$ cat config.mk
export PLATFORM = sky130hd
export DESIGN_NAME = safety_feedback_monitor_flat
export DESIGN_NICKNAME = d
export VERILOG_FILES = /design/src/logic/safety_feedback_pkg.sv /design/src/logic/safety_link_if.sv /design/src/logic/safety_feedback_monitor.sv /design/src/flat_wrapper.sv
export SDC_FILE = /design/constraint.sdc
export NUM_CORES = 1
export LEC_CHECK = 0
export BUFFER_PORTS_ARGS = -buffer_cell sky130_fd_sc_hd__buf_2
export CORE_ASPECT_RATIO = 0.75
export CORE_MARGIN = 1.5
export CORE_UTILIZATION = 35
export DETAILED_ROUTE_END_ITERATION = 16
export PLACE_DENSITY = 0.48
export SETUP_SLACK_MARGIN = 0.4
export SYNTH_ARGS = -nofsm -noshare
export SYNTH_HDL_FRONTEND = slang
export SYNTH_SLANG_ARGS = --single-unit
export TNS_END_PERCENT = 1
$ cat constraint.sdc
create_clock -name clock_i -period 2.65 [get_ports clock_i]
set_input_delay 0.1325 -clock clock_i [delete_from_list [all_inputs] [get_ports clock_i]]
set_output_delay 0.1325 -clock clock_i [all_outputs]
set_load 0.01 [all_outputs]
$ cat src/logic/safety_feedback_pkg.sv
// package: shared constants for the safety feedback monitor and its controller
// assumes a 100 MHz clock on both ends
package safety_feedback_pkg;
  localparam int unsigned CLK_HZ = 100_000_000;
  // times as printed, in microseconds
  localparam int unsigned GLITCH_US = 500;
  localparam int unsigned FEEDBACK_MAX_US = 20_000;
  localparam int unsigned PAIR_TIMEOUT_US = 10_000_000;
  // cycle counts derived from the rate; each is a plain product of microseconds and cycles per microsecond
  localparam int unsigned GLITCH_CYC = (GLITCH_US * (CLK_HZ / 1_000_000));
  localparam int unsigned FEEDBACK_MAX_CYC = (FEEDBACK_MAX_US * (CLK_HZ / 1_000_000));
  localparam longint unsigned PAIR_TIMEOUT_CYC = 64'(PAIR_TIMEOUT_US) * 64'(CLK_HZ / 1_000_000);
  // feedback is settled well inside its bound; this is the controller's wait before judging it
  localparam int unsigned CHECK_WAIT_CYC = 4;
  localparam logic [3:0] RESET_FEEDBACK = 4'h0;
endpackage : safety_feedback_pkg

$ cat src/logic/safety_link_if.sv
// interface: the two safety inputs and the feedback line between controller and drive
// assumes both ends share one clock; pins are plain one-way levels
`timescale 1ns/1ps
`default_nettype none
interface safety_link_if;
  logic safety_input_a;
  logic safety_input_b;
  logic monitor_feedback_output;
  modport drive (input safety_input_a, input safety_input_b, output monitor_feedback_output);
  modport controller (output safety_input_a, output safety_input_b, input monitor_feedback_output);
endinterface : safety_link_if
`default_nettype wire

$ cat src/logic/safety_feedback_monitor.sv
// drive end: filters the two shut-off inputs, drives feedback, baseblock and alarm
// assumes the inputs arrive asynchronously from the connector; high means asserted (closed)
//
// Function
// - feedback only when both inputs deasserted
// - feedback follows input changes within 20 ms
// - controller checks all four combinations at power-up; this controller checks only feedback with both inputs off, at each guard close
// - controller drops both inputs when guard opens
// - controller resets only with feedback asserted
// - no feedback at guard close: withhold reset
// - open connector means hard baseblock, no current
// - status view shows each input state
// - either input deasserted forces hard baseblock
// - ignore off pulses of 0.5 ms or less
// - unmatched single change for 10 s raises alarm
`timescale 1ns/1ps
`default_nettype none
module safety_feedback_monitor
  import safety_feedback_pkg::*;
#(
  parameter int unsigned GLITCH_CYCLES = GLITCH_CYC,
  parameter longint unsigned PAIR_TIMEOUT_CYCLES = PAIR_TIMEOUT_CYC
) (
  input wire logic clock_i,
  input wire logic rst_n_i,
  safety_link_if.drive link,
  input wire logic alarm_clear_i,
  output logic hard_baseblock_o,
  output logic motor_current_enable_o,
  output logic input_timing_alarm_o,
  output logic [1:0] safety_input_status_view_o
);
  logic [2:0] sync_a_q;
  logic [2:0] sync_b_q;
  logic [1:0] raw;
  logic [1:0] filt_q;
  logic sampled_q;
  logic feedback_q;
  logic alarm_q;
  logic [31:0] off_cnt_q [2];
  logic [63:0] pair_cnt_q;

  // three stages; a change counts once stages two and three agree
  always_ff @(posedge clock_i or negedge rst_n_i) begin
    if (!rst_n_i) begin
      sync_a_q <= 3'h0;
      sync_b_q <= 3'h0;
    end else begin
      sync_a_q <= {sync_a_q[1:0], link.safety_input_a};
      sync_b_q <= {sync_b_q[1:0], link.safety_input_b};
    end
  end
  assign raw[0] = (sync_a_q[1] == sync_a_q[2]) ? sync_a_q[2] : filt_q[0];
  assign raw[1] = (sync_b_q[1] == sync_b_q[2]) ? sync_b_q[2] : filt_q[1];

  // off must last beyond the glitch time before it counts; reset starts deasserted (open connector)
  genvar ch;
  generate
    for (ch = 0; ch < 2; ch++) begin : g_filter
      always_ff @(posedge clock_i or negedge rst_n_i) begin
        if (!rst_n_i) begin
          off_cnt_q[ch] <= 32'h0000_0000;
          filt_q[ch] <= 1'b0;
        end else if (raw[ch]) begin
          off_cnt_q[ch] <= 32'h0000_0000;
          filt_q[ch] <= 1'b1;
        end else if (filt_q[ch]) begin
          if (off_cnt_q[ch] >= GLITCH_CYCLES) begin
            filt_q[ch] <= 1'b0;
          end else begin
            off_cnt_q[ch] <= off_cnt_q[ch] + 32'h0000_0001;
          end
        end
      end
    end
  endgenerate

  // one clock of settling after reset before the feedback may assert
  always_ff @(posedge clock_i or negedge rst_n_i) begin
    if (!rst_n_i) begin
      sampled_q <= 1'b0;
    end else begin
      sampled_q <= 1'b1;
    end
  end

  // latency is a few cycles plus the glitch time, far inside the 20 ms bound
  always_ff @(posedge clock_i or negedge rst_n_i) begin
    if (!rst_n_i) begin
      feedback_q <= 1'b0;
    end else begin
      feedback_q <= sampled_q && !filt_q[0] && !filt_q[1];
    end
  end
  assign link.monitor_feedback_output = feedback_q;

  // an open connector reads as both inputs off, so it lands here too
  always_ff @(posedge clock_i or negedge rst_n_i) begin
    if (!rst_n_i) begin
      hard_baseblock_o <= 1'b1;
      motor_current_enable_o <= 1'b0;
    end else begin
      hard_baseblock_o <= !(filt_q[0] && filt_q[1]);
      motor_current_enable_o <= filt_q[0] && filt_q[1];
    end
  end

  always_ff @(posedge clock_i or negedge rst_n_i) begin
    if (!rst_n_i) begin
      safety_input_status_view_o <= 2'h0;
    end else begin
      safety_input_status_view_o <= filt_q;
    end
  end

  // mismatch timer; alarm is not safety-related, it only reports wiring faults
  always_ff @(posedge clock_i or negedge rst_n_i) begin
    if (!rst_n_i) begin
      pair_cnt_q <= 64'h0000_0000_0000_0000;
    end else if (filt_q[0] != filt_q[1]) begin
      if (pair_cnt_q < PAIR_TIMEOUT_CYCLES) begin
        pair_cnt_q <= pair_cnt_q + 64'h0000_0000_0000_0001;
      end
    end else begin
      pair_cnt_q <= 64'h0000_0000_0000_0000;
    end
  end

  // set wins over clear
  always_ff @(posedge clock_i or negedge rst_n_i) begin
    if (!rst_n_i) begin
      alarm_q <= 1'b0;
    end else if ((filt_q[0] != filt_q[1]) && (pair_cnt_q >= PAIR_TIMEOUT_CYCLES)) begin
      alarm_q <= 1'b1;
    end else if (alarm_clear_i) begin
      alarm_q <= 1'b0;
    end
  end
  always_ff @(posedge clock_i or negedge rst_n_i) begin
    if (!rst_n_i) begin
      input_timing_alarm_o <= 1'b0;
    end else begin
      input_timing_alarm_o <= alarm_q;
    end
  end
endmodule : safety_feedback_monitor
`default_nettype wire

$ cat src/flat_wrapper.sv
// flat-port wrapper written by rule: the top's interface ports become plain ports
module safety_feedback_monitor_flat import safety_feedback_pkg::*;
#(
  parameter int unsigned GLITCH_CYCLES = GLITCH_CYC,
  parameter longint unsigned PAIR_TIMEOUT_CYCLES = PAIR_TIMEOUT_CYC
)
  (clock_i, rst_n_i, alarm_clear_i, hard_baseblock_o, motor_current_enable_o, input_timing_alarm_o, safety_input_status_view_o, link_safety_input_a, link_safety_input_b, link_monitor_feedback_output);
  safety_link_if link_i ();
  input wire logic clock_i;
  input wire logic rst_n_i;
  input wire logic alarm_clear_i;
  output logic hard_baseblock_o;
  output logic motor_current_enable_o;
  output logic input_timing_alarm_o;
  output logic [1:0] safety_input_status_view_o;
  input wire logic [$bits(link_i.safety_input_a)-1:0] link_safety_input_a;
  input wire logic [$bits(link_i.safety_input_b)-1:0] link_safety_input_b;
  output wire logic [$bits(link_i.monitor_feedback_output)-1:0] link_monitor_feedback_output;
  assign link_i.safety_input_a = link_safety_input_a;
  assign link_i.safety_input_b = link_safety_input_b;
  assign link_monitor_feedback_output = link_i.monitor_feedback_output;
  safety_feedback_monitor #(.GLITCH_CYCLES(GLITCH_CYCLES), .PAIR_TIMEOUT_CYCLES(PAIR_TIMEOUT_CYCLES)) u_core (.clock_i(clock_i), .rst_n_i(rst_n_i), .link(link_i), .alarm_clear_i(alarm_clear_i), .hard_baseblock_o(hard_baseblock_o), .motor_current_enable_o(motor_current_enable_o), .input_timing_alarm_o(input_timing_alarm_o), .safety_input_status_view_o(safety_input_status_view_o));
endmodule
==> results list <==
* Outcome: completed
- For the pin with the worst max-slew slack, the measured transition is about 0.63 ns.
- Cell class contributing the biggest share of worst-path delay: simple AND/OR/NAND/NOR gates
* Final HPWL DP: 8.13 mm
- Final Power: 4.79 mW
- In this run the cell area of the synthesized design comes to about 6200 um2.
- Number of search-and-repair iterations in the first detailed-routing pass: 4
* Chip height: 119 um
- The clock drives 144 sinks.
- Max-slew violations: 0
- Counting along the longest clock path gives a buffer depth of 2.
- In this run the remaining antenna-violating nets after routing total 0.
- STA puts the critical path data required time at 2.99 ns.
- In this run the clock root is driven by a sky130_fd_sc_hd__clkbuf_16.
- Total CTS buffers: 17
* Portion of the post-synthesis area used by sequential elements: 57.7%
- Setup slack on the worst reg-to-reg path comes out at approximately 0.39 ns.
* Area fraction of the dominant cell type after synthesis: a little under three fifths
* Core Util, Final: 42.2%
* Syn Inst Count: just under 600
* Mean routed wirelength per cell: 14.8 um
- The smallest clock period supported by the final layout is computed as about 2.3 ns.
- In the synthesized netlist, the cells that appear most often are 143 x sky130_fd_sc_hd__dfrtp_1, 74 x sky130_fd_sc_hd__and2_1, 47 x sky130_fd_sc_hd__nand2_1.
* Leakage component of the power: 3.27 nW
* Setup repair after global routing missed its margin: yes
* Average size of a mapped cell: roughly 11 um2
- Leading post-synthesis cells by cell area: sky130_fd_sc_hd__dfrtp_1 57%, sky130_fd_sc_hd__and2_1 7.4%, sky130_fd_sc_hd__nand2_1 2.8%
* Hold/Removal Path Class: in -> async
- Clock-pin slew was measured on the worst setup and hold paths at approximately 0.07 ns.
- Max stage delay cell, worst path: sky130_fd_sc_hd__or4_1
* Hold violation count in the final report: 0
* Post-route DRC: 0
* Remaining global-route overflow: 0
* Endpoint arrival time on the critical path: between 2 and 3 ns
- Number of flops mapped to enable cells by yosys: 0
- In this design, the stage delay of the slowest critical-path cell is approximately 0.56 ns.
- Worst-case vdd ir drop: 0.000358 V
- Of all flip-flops after synthesis, the portion carrying an async set or reset was 100%.
- Synthesized Nets: 596
* Power per Cell Area: between 600 and 700 nW/um2
* Post-synth cell types: 53
- The via count of the first global-routing pass was 4441.
- Detailed routing inserted a total of about 4.5k vias.
* Die area: approximately 19000 um2
- Worst Path Class, Setup: reg -> reg
- Count of yosys warnings during synthesis: 0
- In the final layout, the share of cells above drive strength 1 is between 10% and 20%.
- Of all cell types, the one taking the most synthesized area is sky130_fd_sc_hd__dfrtp_1.
* Initial core utilization: 35.6%
- Setup_tns: 0 ns
* TritonCTS clock tree: yes
- Number of rows in the core area: between 40 and 50
- Antenna violations before repair: 0
* Critical path endpoint category: flip-flop
* Setup violators final: 0
- The worst setup path is launched from a flip-flop.
- # H-tree levels: 4
* Clk_lat worst skew: 0.42 ns
- Ant. Diodes: 0
- Number of synthesized register bits: 144
* Final WL: 12.9 mm
- The total area inside the core boundary comes to approximately 18000 um2.
- Largest net degree at the start of global routing: a little over 60
- The die is roughly 160 um wide.
- The worst pin sits at a relative slew slack of 57.4%.
- Iteration-0 DRC Markers: 257
- Wire length of the first global-routing pass: about 22 mm
- During I/O placement, the number of pins put on the boundary was 11.
* Final GP Congestion: 0.771
- Across all setup checks in the final design, the least slack found is 0.388 ns.
* Cell with the most instances after synthesis: sky130_fd_sc_hd__dfrtp_1
- For this run, the top clock speed supported by timing is about 0.44 GHz.
- Worst clock skew: between 0.01 and 0.015 ns
- Global routing used around 15% of the available tracks.
* FF-to-FF Start: u_core.pair_cnt_q[27]
- Critical path peak fanout: 7
- Final period utilization: between 80 and 90%
- P&R area growth vs syn: 18.6%
- Via density per instance: 5.11
* Depth of the most critical reg-to-reg path: 5
- Predominant post-synthesis flop cell: sky130_fd_sc_hd__dfrtp_1
* Cell-by-cell trace of the critical path: and3_2 -> a211oi_4 -> nand3_2 -> or4_1 -> a21oi_1
* Pre-CTS setup slack: around 0.067 ns
- Buffers placed on the I/O ports in this run total 10.
* Reg2reg end: u_core.pair_cnt_q[5]
- Together, buffers and inverters on the worst path number 0.
* Net count reported at finish: about 630
* # Max-Cap Violations: 0
through the flow:
stage / hold slack, ns / cell area (um2) / std cells
floorplan: -0.163 / 6240 / 584
global placement: 0.148 / 6610 / 828
detailed placement: 0.158 / 6610 / 828
CTS: 0.282 / 7340 / 869
global route: 0.311 / 7410 / 874
finish: 0.247 / 7410 / 874
layout make-up:
type	count	area [um2]
inverters	16	60.1
multi-input cells	404	2550
well taps	242	303
flip-flops and latches	144	3600
repair buffers	36	278
clock buffers	19	453
clock inverters	13	161
fillers	1690	10100
flip-flops by register name, indices dropped and copies added, names as in the netlist, 2 cells and up:
signal                             count
u_core.filt_q                          2
u_core.off_cnt_q                      64
u_core.pair_cnt_q                     64
u_core.safety_input_status_view_o      2
u_core.sync_a_q                        3
u_core.sync_b_q                        3
power by group:
| group | switching, mW | total [mW] | internal [mW] |
|---|---|---|---|
| logic | 0.0659 | 0.0866 | 0.0207 |
| clock network | 0.955 | 2.49 | 1.53 |
| registers | 0.00533 | 2.21 | 2.21 |
| total | 1.03 | 4.79 | 3.76 |
timing repair:
action                                  CTS  global route
cloned                                    1             1
setup buffers                             4             4
endpoints found under the setup margin   29            36
hold endpoints to repair                 61             0
resized for setup                         6             5
pin swaps                                 3             1
hold buffers                              4             0
cells in the final DEF, fill, tap and decap left out, types with 6 or more instances in the layout:
cell                        instances
sky130_fd_sc_hd__o21ai_1            8
sky130_fd_sc_hd__and3_1            10
sky130_fd_sc_hd__o31ai_1           15
sky130_fd_sc_hd__a21oi_1           34
sky130_fd_sc_hd__buf_4             20
sky130_fd_sc_hd__nand3_1           24
sky130_fd_sc_hd__dfrtp_1          143
sky130_fd_sc_hd__or3_1             14
sky130_fd_sc_hd__inv_1             15
sky130_fd_sc_hd__ha_1               7
sky130_fd_sc_hd__nor2_1            28
sky130_fd_sc_hd__clkbuf_16         17
sky130_fd_sc_hd__o211ai_1           8
sky130_fd_sc_hd__xor2_1            14
sky130_fd_sc_hd__o21a_1             6
sky130_fd_sc_hd__or4_1             21
sky130_fd_sc_hd__nand2_1           46
sky130_fd_sc_hd__buf_2              9
sky130_fd_sc_hd__nand4_1           21
sky130_fd_sc_hd__nor4_1            14
sky130_fd_sc_hd__and2_1            74
sky130_fd_sc_hd__o21ai_0           10
layer usage:
layer,track usage (%),up-vias,part of all wire (%)
met5,0,-,0
met4,6.25,0,1.4
met3,3.12,18,3.3
met2,21.7,78,44
met1,21.7,2219,52
li1,-,2151,-
logic make-up (layout without fill, tap and decap cells):
group                    Yosys count  count (layout)  share of synthesized area [%]
AND/OR/NAND/NOR                  284             286                           26.2
flip-flops                       144             144                           57.7
AO/OA/AOI/OAI                     91              91                           9.16
buffers and inverters             38              84                           2.75
XOR/XNOR                          19              19                           2.67
adder cells (fa/ha/maj)            7               7                           1.40
other                              1               1                         0.0601
worst max-delay path by stage:
stage / from / to / slack [ns] / depth (start not counted)
6_report: u_core.pair_cnt_q[27] / u_core.pair_cnt_q[5] / 0.39 / 5
3_3_place_gp: u_core.pair_cnt_q[36] / u_core.pair_cnt_q[18] / 0.14 / 6
2_1_floorplan: u_core.pair_cnt_q[44] / u_core.pair_cnt_q[26] / 0.60 / 7
4_1_cts: u_core.pair_cnt_q[44] / u_core.pair_cnt_q[14] / 0.38 / 7
5_1_grt: u_core.pair_cnt_q[44] / u_core.pair_cnt_q[21] / 0.27 / 8
3_5_place_dp: u_core.pair_cnt_q[36] / u_core.pair_cnt_q[14] / 0.07 / 6
(Power assumes the default switching activity.)
